### src/hw/ass_defines.svh
/*
  constants of the segment sequencer: register offsets, field positions,
  reset values and sizes. assumes inclusion from package and modules.
*/
`ifndef ASS_DEFINES_SVH
`define ASS_DEFINES_SVH
`define ASS_SEG_W 4
`define ASS_NSEG 16
`define ASS_LEN_W 16
`define ASS_PL_DEPTH 16
`define ASS_PL_W 4
`define ASS_FILE_W 8
`define ASS_REG_CTRL 12'h000
`define ASS_REG_SEGSEL 12'h004
`define ASS_REG_NEXT 12'h008
`define ASS_REG_CMD 12'h00C
`define ASS_REG_STATUS 12'h010
`define ASS_REG_NSEG 12'h014
`define ASS_REG_PLLEN 12'h018
`define ASS_REG_SEGTAB 12'h100
`define ASS_REG_PLTAB 12'h200
`define ASS_CTRL_LOADED 0
`define ASS_CTRL_CREATED 1
`define ASS_CTRL_EXTSRC 2
`define ASS_CTRL_SEAMLESS 3
`define ASS_CTRL_ORDER_LO 4
`define ASS_CTRL_ORDER_HI 5
`define ASS_CTRL_CONN 6
`define ASS_CTRL_EQCLK 7
`define ASS_CTRL_RESET 32'h0000_0000
`define ASS_CMD_NEXT 0
`define ASS_CMD_START 1
`define ASS_CMD_STOP 2
`define ASS_RESP_OKAY 2'b00
`define ASS_RESP_SLVERR 2'b10
`endif

### src/hw/ass_pkg.sv
/*
  types of the segment sequencer. assumes ass_defines.svh is on the
  include path.
*/
package ass_pkg;
  `include "ass_defines.svh"
  typedef logic [`ASS_SEG_W-1:0] ass_seg_t;
  typedef logic [`ASS_LEN_W-1:0] ass_len_t;
  typedef enum logic [1:0] {
    ASS_ORD_INCR = 2'b00,
    ASS_ORD_NEXT = 2'b01,
    ASS_ORD_LIST = 2'b10
  } ass_order_e;
  typedef enum logic [1:0] {
    ASS_ST_IDLE = 2'b00,
    ASS_ST_PLAY = 2'b01,
    ASS_ST_PEND = 2'b11
  } ass_state_e;
endpackage

### src/hw/ass_trig_if.sv
/*
  interface between the sequencer and the external trigger filter.
  assumes one clock, aclk.
*/
`timescale 1ns/100ps
interface ass_trig_if;
  import ass_pkg::*;
  logic [1:0] conn_raw;
  logic conn_sel;
  logic enable;
  logic ext_event;
  modport filt (input conn_raw, input conn_sel, input enable,
    output ext_event);
  modport user (output conn_raw, output conn_sel, output enable,
    input ext_event);
endinterface

### src/hw/ass_seq.sv
/*
  multi-segment playback sequencer with an axi4-lite register slave.
  assumes segment table (start, length, file id) and play list are written
  by software before playback; sample addresses go to the waveform memory.
*/
// How it works
// RULE1 - every next-segment event switches output to the following segment
// RULE2 - after the last segment an event wraps to the first segment
// RULE3 - status shows current segment index and its file identity
// RULE4 - internal source advances only on the execute-next command
// RULE5 - writing segment-select with internal source jumps straight there
// RULE6 - external source listens only on the configured user connector
// RULE7 - default order is ascending from the first segment
// RULE8 - manual triggering takes the next index from the next-segment setting
// RULE9 - play-list order takes next indices from list entries
// RULE10 - immediate mode aborts current segment and starts next at once
// RULE11 - seamless mode finishes current segment before starting next
// RULE12 - seamless mode only when all segments share one clock rate
// RULE13 - sequence start/stop kept separate from next-segment path
// RULE14 - next-segment controls act only while multi-segment file loaded
// RULE15 - external event acts exactly like the internal command; in ASS_ORD_NEXT order it steps ascending, ignoring next_q
// RULE16 - play list usable only after the file is created
// RULE17 - play list usable only with more than one segment
// RULE18 - marker rises at each segment start, also on replay
// RULE19 - each new segment starts from its first sample
// RULE20 - events during a pending seamless switch keep it, latest index
`timescale 1ns/100ps
`include "ass_defines.svh"
module ass_seq (
  input wire logic aclk,
  input wire logic aresetn,
  input wire logic [11:0] s_axi_awaddr,
  input wire logic s_axi_awvalid,
  output logic s_axi_awready,
  input wire logic [31:0] s_axi_wdata,
  input wire logic [3:0] s_axi_wstrb,
  input wire logic s_axi_wvalid,
  output logic s_axi_wready,
  output logic [1:0] s_axi_bresp,
  output logic s_axi_bvalid,
  input wire logic s_axi_bready,
  input wire logic [11:0] s_axi_araddr,
  input wire logic s_axi_arvalid,
  output logic s_axi_arready,
  output logic [31:0] s_axi_rdata,
  output logic [1:0] s_axi_rresp,
  output logic s_axi_rvalid,
  input wire logic s_axi_rready,
  input wire logic [1:0] user_conn,
  output logic [31:0] sample_addr,
  output logic sample_valid,
  output logic seg_begin_marker
);
  import ass_pkg::*;
  localparam int NS = `ASS_NSEG;
  logic [31:0] ctrl_q;
  ass_seg_t segsel_q, next_q, nseg_q, pllen_q;
  logic [31:0] seg_start_q [NS];
  ass_len_t seg_len_q [NS];
  logic [`ASS_FILE_W-1:0] seg_file_q [NS];
  ass_seg_t pl_q [`ASS_PL_DEPTH];
  ass_seg_t cur_q, pend_q, plpos_q;
  ass_len_t pos_q;
  ass_state_e st_q;
  logic marker_q;
  logic [11:0] awaddr_q;
  logic [31:0] wdata_q;
  logic [3:0] wstrb_q;
  logic aw_have_q, w_have_q;
  logic cmd_next, cmd_start, cmd_stop, segsel_wr;
  logic wr_go;
  logic [11:0] wa;
  logic [31:0] rd_d;
  logic rd_ok;
  logic loaded, ext_src, seamless, pl_ok, nxt_ev, seg_end;
  ass_order_e order;
  ass_seg_t foll, last_seg;
  ass_trig_if tif ();

  assign tif.conn_raw = user_conn;
  assign tif.conn_sel = ctrl_q[`ASS_CTRL_CONN];
  assign tif.enable = loaded && ext_src; // [RULE14]
  ass_ext_trig u_trig (
    .aclk(aclk),
    .aresetn(aresetn),
    .tif(tif)
  );

  // write channel: address and data taken in either order
  assign s_axi_awready = !aw_have_q && !s_axi_bvalid;
  assign s_axi_wready = !w_have_q && !s_axi_bvalid;
  assign wr_go = aw_have_q && w_have_q;
  assign wa = awaddr_q;
  always_ff @(posedge aclk) begin
    if (!aresetn) begin
      aw_have_q <= 1'b0;
      w_have_q <= 1'b0;
      awaddr_q <= 12'h000;
      wdata_q <= 32'h0000_0000;
      wstrb_q <= 4'h0;
      s_axi_bvalid <= 1'b0;
      s_axi_bresp <= `ASS_RESP_OKAY;
    end else begin
      if (s_axi_awvalid && s_axi_awready) begin
        aw_have_q <= 1'b1;
        awaddr_q <= s_axi_awaddr;
      end
      if (s_axi_wvalid && s_axi_wready) begin
        w_have_q <= 1'b1;
        wdata_q <= s_axi_wdata;
        wstrb_q <= s_axi_wstrb;
      end
      if (wr_go) begin
        aw_have_q <= 1'b0;
        w_have_q <= 1'b0;
        s_axi_bvalid <= 1'b1;
        s_axi_bresp <= (wa[11:8] <= 4'h2 && !(wa[11:8] == 4'h0 &&
          wa[7:0] > `ASS_REG_PLLEN)) ? `ASS_RESP_OKAY : `ASS_RESP_SLVERR;
      end else if (s_axi_bready) begin
        s_axi_bvalid <= 1'b0;
      end
    end
  end

  // register file; a write with no byte enable for lane 0 is dropped
  always_ff @(posedge aclk) begin
    if (!aresetn) begin
      ctrl_q <= `ASS_CTRL_RESET;
      segsel_q <= '0;
      next_q <= '0;
      nseg_q <= '0;
      pllen_q <= '0;
    end else if (wr_go && wstrb_q[0]) begin
      unique case (wa)
        `ASS_REG_CTRL: ctrl_q <= {24'h00_0000, wdata_q[7:0]};
        `ASS_REG_SEGSEL: segsel_q <= wdata_q[`ASS_SEG_W-1:0];
        `ASS_REG_NEXT: next_q <= wdata_q[`ASS_SEG_W-1:0];
        `ASS_REG_NSEG: nseg_q <= wdata_q[`ASS_SEG_W-1:0];
        `ASS_REG_PLLEN: pllen_q <= wdata_q[`ASS_SEG_W-1:0];
        default: ;
      endcase
    end
  end

  // segment table: 4 words per entry (start, length, file id, spare)
  always_ff @(posedge aclk) begin
    if (wr_go && wa[11:8] == 4'h1) begin
      unique case (wa[3:2])
        2'd0: seg_start_q[wa[7:4]] <= wdata_q;
        2'd1: seg_len_q[wa[7:4]] <= wdata_q[`ASS_LEN_W-1:0];
        2'd2: seg_file_q[wa[7:4]] <= wdata_q[`ASS_FILE_W-1:0];
        default: ;
      endcase
    end
    if (wr_go && wa[11:8] == 4'h2 && wa[7:6] == 2'b00)
      pl_q[wa[5:2]] <= wdata_q[`ASS_PL_W-1:0];
  end

  assign cmd_next = wr_go && wstrb_q[0] && wa == `ASS_REG_CMD &&
    wdata_q[`ASS_CMD_NEXT];
  assign cmd_start = wr_go && wstrb_q[0] && wa == `ASS_REG_CMD &&
    wdata_q[`ASS_CMD_START];
  assign cmd_stop = wr_go && wstrb_q[0] && wa == `ASS_REG_CMD &&
    wdata_q[`ASS_CMD_STOP];
  assign segsel_wr = wr_go && wstrb_q[0] && wa == `ASS_REG_SEGSEL;

  // read channel
  always_comb begin
    rd_d = 32'h0000_0000;
    rd_ok = 1'b1;
    if (s_axi_araddr[11:8] == 4'h1) begin
      unique case (s_axi_araddr[3:2])
        2'd0: rd_d = seg_start_q[s_axi_araddr[7:4]];
        2'd1: rd_d = {16'h0000, seg_len_q[s_axi_araddr[7:4]]};
        2'd2: rd_d = {24'h00_0000, seg_file_q[s_axi_araddr[7:4]]};
        default: rd_d = 32'h0000_0000;
      endcase
    end else if (s_axi_araddr[11:8] == 4'h2 &&
      s_axi_araddr[7:6] == 2'b00) begin
      rd_d = {28'h000_0000, pl_q[s_axi_araddr[5:2]]};
    end else begin
      unique case (s_axi_araddr)
        `ASS_REG_CTRL: rd_d = ctrl_q;
        `ASS_REG_SEGSEL: rd_d = {28'h000_0000, segsel_q};
        `ASS_REG_NEXT: rd_d = {28'h000_0000, next_q};
        `ASS_REG_CMD: rd_d = 32'h0000_0000;
        // index, file identity, state and pending flag [RULE3]
        `ASS_REG_STATUS: rd_d = {12'h000, pl_ok, st_q == ASS_ST_PEND,
          st_q != ASS_ST_IDLE, 1'b0, seg_file_q[cur_q], 4'h0, cur_q};
        `ASS_REG_NSEG: rd_d = {28'h000_0000, nseg_q};
        `ASS_REG_PLLEN: rd_d = {28'h000_0000, pllen_q};
        default: rd_ok = 1'b0;
      endcase
    end
  end
  assign s_axi_arready = !s_axi_rvalid;
  always_ff @(posedge aclk) begin
    if (!aresetn) begin
      s_axi_rvalid <= 1'b0;
      s_axi_rdata <= 32'h0000_0000;
      s_axi_rresp <= `ASS_RESP_OKAY;
    end else if (s_axi_arvalid && s_axi_arready) begin
      s_axi_rvalid <= 1'b1;
      s_axi_rdata <= rd_d;
      s_axi_rresp <= rd_ok ? `ASS_RESP_OKAY : `ASS_RESP_SLVERR;
    end else if (s_axi_rready) begin
      s_axi_rvalid <= 1'b0;
    end
  end

  // sequencing decisions
  assign loaded = ctrl_q[`ASS_CTRL_LOADED];
  assign ext_src = ctrl_q[`ASS_CTRL_EXTSRC];
  // seamless only honoured with equal clock rates [RULE12]
  assign seamless = ctrl_q[`ASS_CTRL_SEAMLESS] && ctrl_q[`ASS_CTRL_EQCLK];
  assign order = ass_order_e'(ctrl_q[`ASS_CTRL_ORDER_HI:`ASS_CTRL_ORDER_LO]);
  // play list needs a created file and two or more segments
  assign pl_ok = ctrl_q[`ASS_CTRL_CREATED] && // [RULE16]
    nseg_q > 4'd1 && pllen_q != 4'd0; // [RULE17]
  // internal command or external edge, same effect except in ASS_ORD_NEXT, where only the command takes next_q [RULE4] [RULE15]
  assign nxt_ev = loaded && st_q != ASS_ST_IDLE &&
    (ext_src ? tif.ext_event : cmd_next); // [RULE14]
  assign last_seg = nseg_q - 4'd1;
  assign seg_end = pos_q == seg_len_q[cur_q] - 16'd1 ||
    seg_len_q[cur_q] == 16'd0;
  always_comb begin
    // ascending with wrap [RULE1] [RULE2] [RULE7]
    foll = (cur_q >= last_seg) ? 4'd0 : cur_q + 4'd1;
    if (order == ASS_ORD_NEXT && !ext_src)
      foll = next_q; // [RULE8]
    else if (order == ASS_ORD_LIST && pl_ok)
      foll = pl_q[plpos_q]; // [RULE9]
  end

  always_ff @(posedge aclk) begin
    if (!aresetn) begin
      st_q <= ASS_ST_IDLE;
      cur_q <= '0;
      pend_q <= '0;
      pos_q <= '0;
      plpos_q <= '0;
      marker_q <= 1'b0;
    end else begin
      marker_q <= 1'b0;
      unique case (st_q)
        ASS_ST_IDLE: begin
          // sequence start from its own start command, apart from the next-segment path [RULE13]
          if (cmd_start && loaded) begin
            st_q <= ASS_ST_PLAY;
            cur_q <= '0; // [RULE7]
            pos_q <= '0;
            plpos_q <= '0;
            marker_q <= 1'b1;
          end
        end
        ASS_ST_PLAY, ASS_ST_PEND: begin
          if (cmd_stop || !loaded) begin
            st_q <= ASS_ST_IDLE; // [RULE13]
          end else if (segsel_wr && !ext_src) begin
            // segsel_q only takes the value on this same edge
            cur_q <= wdata_q[`ASS_SEG_W-1:0]; // [RULE5]
            pos_q <= '0;
            marker_q <= 1'b1;
            st_q <= ASS_ST_PLAY;
          end else if (nxt_ev && !seamless) begin
            cur_q <= foll; // [RULE10]
            pos_q <= '0; // [RULE19]
            marker_q <= 1'b1; // [RULE18]
            if (order == ASS_ORD_LIST && pl_ok)
              plpos_q <= (plpos_q >= pllen_q - 4'd1) ? 4'd0 : plpos_q + 4'd1;
            st_q <= ASS_ST_PLAY;
          end else if (seg_end) begin
            pos_q <= '0; // [RULE19]
            marker_q <= 1'b1; // [RULE18]
            if (st_q == ASS_ST_PEND || (nxt_ev && seamless)) begin
              cur_q <= (nxt_ev && seamless) ? foll : pend_q; // [RULE11]
              st_q <= ASS_ST_PLAY;
            end
          end else begin
            pos_q <= pos_q + 16'd1;
            if (nxt_ev && seamless) begin
              pend_q <= foll; // [RULE20]
              st_q <= ASS_ST_PEND; // [RULE11]
              if (st_q == ASS_ST_PLAY && order == ASS_ORD_LIST && pl_ok)
                plpos_q <= (plpos_q >= pllen_q - 4'd1) ? 4'd0 :
                  plpos_q + 4'd1;
            end
          end
        end
        default: st_q <= ASS_ST_IDLE;
      endcase
    end
  end

  always_ff @(posedge aclk) begin
    if (!aresetn) begin
      sample_addr <= 32'h0000_0000;
      sample_valid <= 1'b0;
      seg_begin_marker <= 1'b0;
    end else begin
      sample_addr <= seg_start_q[cur_q] + {16'h0000, pos_q};
      sample_valid <= st_q != ASS_ST_IDLE;
      seg_begin_marker <= marker_q; // [RULE18]
    end
  end
endmodule

### src/hw/ass_ext_trig.sv
/*
  external next-segment trigger: synchronises both user connectors and
  emits a one-cycle pulse on a rising edge of the selected one.
  assumes connectors are asynchronous to aclk.
*/
`timescale 1ns/100ps
module ass_ext_trig (
  input wire logic aclk,
  input wire logic aresetn,
  ass_trig_if.filt tif
);
  import ass_pkg::*;
  logic [1:0] s1_q;
  logic [1:0] s2_q;
  logic [1:0] s3_q;
  genvar i;
  generate
    for (i = 0; i < 2; i++) begin : g_sync
      always_ff @(posedge aclk) begin
        if (!aresetn) begin
          s1_q[i] <= 1'b0;
          s2_q[i] <= 1'b0;
          s3_q[i] <= 1'b0;
        end else begin
          s1_q[i] <= tif.conn_raw[i];
          s2_q[i] <= s1_q[i];
          s3_q[i] <= s2_q[i];
        end
      end
    end
  endgenerate
  // only the configured connector is heard [RULE6]
  always_comb begin
    tif.ext_event = tif.enable && s2_q[tif.conn_sel] && !s3_q[tif.conn_sel];
  end
endmodule

### config.mk
export PLATFORM = sky130hd
export DESIGN_NAME = ass_seq
export DESIGN_NICKNAME = d
export VERILOG_FILES = /design/src/hw/ass_pkg.sv /design/src/hw/ass_trig_if.sv /design/src/hw/ass_seq.sv /design/src/hw/ass_ext_trig.sv
export VERILOG_INCLUDE_DIRS = /design/src /design/src/hw
export SDC_FILE = /design/constraint.sdc
export NUM_CORES = 2
export LEC_CHECK = 0
export BUFFER_PORTS_ARGS = -buffer_cell sky130_fd_sc_hd__buf_4
export CORE_AREA = 3 3 430 262
export CTS_CLUSTER_SIZE = 25
export DETAILED_ROUTE_END_ITERATION = 10
export DIE_AREA = 0 0 433 265
export PLACE_DENSITY = 0.7
export SYNTH_ARGS = -nofsm -noshare
export SYNTH_HDL_FRONTEND = slang
export SYNTH_SLANG_ARGS = --single-unit
### constraint.sdc
create_clock -name aclk -period 7 [get_ports aclk]
set_input_delay 1.75 -clock aclk [delete_from_list [all_inputs] [get_ports aclk]]
set_output_delay 1.75 -clock aclk [all_outputs]
set_load 0.1 [all_outputs]
== Yosys cells after proc, flatten, opt, wreduce, memory -nomap -nowiden ==
Memory sizes are Yosys's and may differ from the RTL's. A register that Yosys moved wholly into a read port is not among the register bits.
Index checks and enable logic that the tools add are counted.

* $lt $le $gt $ge: 6
* Bitwise logic cells: 5
* Mux-type cells: 77
* Equal/unequal tests: 35
* Add/sub/neg operators: 7
* Reduce and logical (&&, ||, !) cells: 73

{| class="wikitable"
|+ Operators with widths
! operator !! count
|-
| $pmux 20 s6 || 1
|-
| $mux 4 || 26
|-
| $pmux 32 s3 || 1
|-
| $mux 16 || 5
|-
| $eq 12x5->1 const B || 5
|-
| $eq 12x4->1 const B || 4
|-
| $logic_and 1x1->1 || 34
|-
| $add 32x16->32 || 1
|-
| $mux 32 || 1
|-
| $pmux 16 s2 || 1
|-
| $mux 1 || 28
|-
| $eq 12x3->1 const B || 2
|-
| $logic_not 12->1 || 2
|-
| $mux 20 || 1
|-
| $mux 2 || 9
|-
| $add 16x1->16 const B || 1
|-
| $eq 16x16->1 || 1
|-
| $logic_not 16->1 || 1
|-
| $pmux 4 s2 || 2
|-
| $sub 16x1->16 const B || 1
|-
| $ne 3x3->1 const B || 4
|-
| $ne 6x6->1 const B || 2
|-
| $logic_not 2->1 || 5
|-
| $reduce_and 2->1 || 5
|-
| other kinds (26) || 60
|}

* Input bits: 69
* Bits in writable memories: 960
* Bits in registers: 180
* Memories: 4

{| class="wikitable"
|+ Memory list
! name !! words !! bits a word !! rd ports !! clocked after memory_dff !! wr ports !! line !! source
|-
| seg_start_q || 16 || 32 || 2 || 1 || 1 || ass_seq.sv:58 || <nowiki>logic [31:0] seg_start_q [NS];</nowiki>
|-
| seg_len_q || 16 || 16 || 2 || 1 || 1 || ass_seq.sv:59 || <nowiki>ass_len_t seg_len_q [NS];</nowiki>
|-
| seg_file_q || 16 || 8 || 2 || 1 || 1 || ass_seq.sv:60 || <nowiki>logic [`ASS_FILE_W-1:0] seg_file_q [NS];</nowiki>
|-
| pl_q || 16 || 4 || 2 || 1 || 1 || ass_seq.sv:61 || <nowiki>ass_seg_t pl_q [`ASS_PL_DEPTH];</nowiki>
|}

== Logic depth before layout (Yosys ltp) ==
* Depth after elaboration: 16
* Gate-level depth with buffers: 29
* Depth with buffers taken out: 17

== Hierarchy ==
Synthesis repeated with hierarchy kept, for this count alone.

* Cell total of the unflattened synthesis: 3010
* Area, all modules: 53012.1 µm²

{| class="wikitable"
|+ Modules (own cells, without submodules)
! module !! cells an instance !! times used !! area each (µm²)
|-
| ass_seq || 2995 || 1 || 52830.7
|-
| ass_ext_trig || 15 || 1 || 181.4
|}

== Worst setup path before layout ==
No wires, ideal clock.

* Path type: register to register
* Start: register with a tool-made name
* End: register sample_addr[16]
* Required time: 6.885 ns
* Clock period less this slack: 6.327 ns
* Cell stages (with the launch flop): 30
* Setup time: 0.115 ns
* Buffers on the path: 13
* Data arrival time: 6.212 ns
* Path slack: 0.673 ns
* Cells stage by stage: dfxtp_1 > buf_6 > buf_8 > buf_8 > buf_8 > buf_4 > buf_6 > buf_4 > buf_2 > buf_4 > buf_4 > buf_2 > buf_2 > mux4_2 > mux4_2 > ha_1 > inv_1 > fa_1 > nor2b_1 > o21ai_0 > a21boi_0 > o21ai_0 > nand2b_1 > a21oi_1 > o2111ai_1 > a41oi_1 > o21a_1 > clkbuf_1 > xnor2_1 > and2_1

{| class="wikitable"
|+ RTL lines
! element !! line !! source
|-
| end signal, assigned || ass_seq.sv:301 || <nowiki>sample_addr <= seg_start_q[cur_q] + {16'h0000, pos_q};</nowiki>
|-
| end, declared || ass_seq.sv:50 || <nowiki>output logic [31:0] sample_addr,</nowiki>
|}

==> impl_metrics.yaml <==
timing:
  final_max_slew_viol_count: 0
  tightest_slew_ns: 1.322
  max-slew-margin-rel_pct: 11.57
  finalSetupViolCount: 0
  fmax_ghz: 0.1583
  hold_viol_final: 0
  worst_clock_skew_ns: 0.04448
  rsz0062_at_grt: "no"
  finalSetupTns_ns: 0
  post-route-period-util_pct: 90.27
  min_period_ns: 6.319
floorplan:
  die_w_um: 433
  rows: 94
  start_util_pct: 48.85
  dieHeight_um: 265
  dieArea_mm2: 0.1147
  io_pins: 144
  coreArea_mm2: 0.1090
detailed_routing:
  viasPerCell: 6.789
  vias: 31600
  drtIter0Drc: 5104
  drc: 0
  wire_per_inst_um: 32.06
  ant_nets: 0
  wirelength_um: 149200
  firstDrtPassIters: 6
flow_run:
  drv_cap: 0
cts:
  postCtsHoldBufs: 0
  post_cts_buffers: 0
  cts-resized-gates: 0
  clkLatencyLatePin_ns: 0.73
  clkTransAtPathRegs_ns: 0.07
  cts_tree: "built"
  h-tree-depth: 3
  clkSinkCount: 1146
  clockRootBuffer: "clkbuf_16"
  cts_buffers: 104
  cts_buffer_depth: 3
setup_path:
  critical_path_class: "flip-flop to flip-flop"
  cp_top_family: "simple AND/OR/NAND/NOR gates"
  path_cells: "mux4_1 -> a22o_1 -> a221oi_2 -> nor2b_1 -> nand3_1 -> nor2_1 -> nand4_1 -> and4bb_1 -> a211oi_2 -> nor3b_1 -> o21ai_2 -> nor2_1"
  required_ns: 7.58
  crit_path_frequent_cell: "nor2_1"
  crit_buf_inv: 0
  critical_path_arrival_ns: 6.90
  setup.worst_path.start_class: "flip-flop"
  path_max_fanout: 56
  end_kind: "flip-flop"
  critPathMaxStageDelay_ns: 1.01
  slowest_stage: "dfxtp_4"
global_routing:
  grt_max_degree: 100
  grt_antenna_before_repair: 3
  grt_pass1_wl_um: 217700
  grt_use_total_pct: 26.14
  grt-ovfl-total: 0
  grt_pass1_vias: 31560
pwr:
  power_w: 0.01412
  cellPowerDensity_mw_per_mm2: 236.7
  p_leak_nw: 18.27
  peakVddDrop_uv: 182.3
finish:
  final_common_cell: "edfxtp_1"
  finish.instance_area_mm2: 0.05967
  utilization_pct: 54.73
  n_antenna_cell: 0
  nFillCells: 8184
  mostFrequentLayoutCells: "edfxtp_1 (960), mux4_2 (578), buf_4 (231)"
  fin_cells: 4655
  layout.nets: 3226
  layout-drive-gt1-share_pct: 32.81
  syn_to_final_growth_pct: 12.03
place:
  dp_hpwl_um: 95220
  port_buffers: 138
  gp_congestion: 0.9186
  placed_cells: 4459
  dpl-instance-area_mm2: 0.05619
synth:
  synth.distinct_cells: 89
  yosysSeqAreaShare_pct: 61.12
  synth-edff-count: 960
  synth.ff_latch_count: 1146
  synthCells: 2983
  synthArstFlopShare_pct: 0
  synth_top_area_share_pct: 54.13
  synth_ff_type: "edfxtp_1"
  synth_area_per_cell_um2: 17.85
  yosys.area.top_type: "edfxtp_1"
  synth_area_mm2: 0.05326
  synth.area.top_cells: "edfxtp_1 (54%), mux4_2 (24%), dfxtp_1 (7.0%)"
  yosysWarnings: 0
status:
  status: "complete, no violations"
hold_path:
  hold_class: "flip-flop to flip-flop"
[power breakdown]
part / total [W] / internal [W] / switching (W)
registers: 0.00752 / 0.00744 / 0.0000774
clock network: 0.00583 / 0.00324 / 0.00258
logic: 0.000780 / 0.000275 / 0.000506
[cell usage after synthesis, types with 37 or more instances]
cell        n
edfxtp_1  960
mux4_2    578
dfxtp_1   186
nand2_1   171
clkbuf_1  112
nor2_1    109
mux2i_1    74
nor2b_1    73
a21boi_0   60
nand3_1    59
buf_1      45
inv_1      40
and2_1     38
xnor2_1    37
[flip-flops by register name (all words and copies together) (netlist names), 2 cells and up, named ones only]
register     count
awaddr_q        12
seg_len_q      256
u_trig.s1_q      2
pend_q           4
u_trig.s3_q      2
s_axi_rdata     32
sample_addr     32
st_q             2
seg_file_q     128
pllen_q          4
pos_q           16
segsel_q         4
seg_start_q    512
wdata_q         32
next_q           4
u_trig.s2_q      2
pl_q            64
nseg_q           4
ctrl_q           8
plpos_q          4
cur_q            4
[area by class of cell]
type	count	area [µm²]	share of cell area, %
clock buffers	137	2879	4.825
clock inverters	59	593.1	0.9940
inverters	41	156.4	0.2621
multi-input cells	1596	19840	33.26
flip-flops and latches	1146	32570	54.58
well taps	1440	1802	3.020
repair buffers	236	1824	3.057
[cell families (layout without fill, tap and decap cells)]
group / Yosys count / after routing / share of synthesized area (%)
buf+inv: 242 / 473 / 1.966
compound gates: 258 / 258 / 3.606
xor+xnor: 50 / 50 / 0.8223
fa+ha+maj: 32 / 32 / 0.7659
simple gates: 594 / 594 / 5.681
flops: 1146 / 1146 / 61.12
mux: 660 / 660 / 26.03
other cells: 1 / 2 / 0.007041
[layer usage]
layer  vias to the layer above  part of all wire [%]  GRT usage (%)
li1                      12650                     -              -
met1                     16520                    39          38.55
met2                      2184                    45          38.71
met3                       254                    13          7.441
met4                         2                   2.4          6.536
met5                         -                0.0094              0
[worst reg2reg max path: cells and delay by family, from the launching register on]
family	cells	cell delay [ns]
AO/OA/AOI/OAI	4	1.98
flip-flops	1	1.01
multiplexers	1	0.48
AND/OR/NAND/NOR	7	2.70
[path summary, 6_finish.rpt]
| path | startpoint | endpoint | slack, ns | cells after the start |
|---|---|---|---|---|
| setup / recovery | flip-flop | pos_q[11] | 0.68 | 12 |
| hold / removal | u_trig.s2_q[0] | u_trig.s3_q[0] | 0.47 | 1 |
| setup reg to reg | flip-flop | pos_q[11] | 0.68 | 12 |
| hold reg to reg | u_trig.s2_q[0] | u_trig.s3_q[0] | 0.47 | 1 |
[per-stage QoR]
stage | hold WS (ns) | worst slack [ns]
3_5_place_dp | 0.4583 | 1.076
2_1_floorplan | 0.4119 | 0.6733
4_1_cts | 0.4741 | 1.043
6_report | 0.4719 | 0.6810
3_3_place_gp | 0.4447 | 1.278
5_1_grt | 0.4892 | 0.4415
No activity file was read; power rests on OpenSTA's default activity.
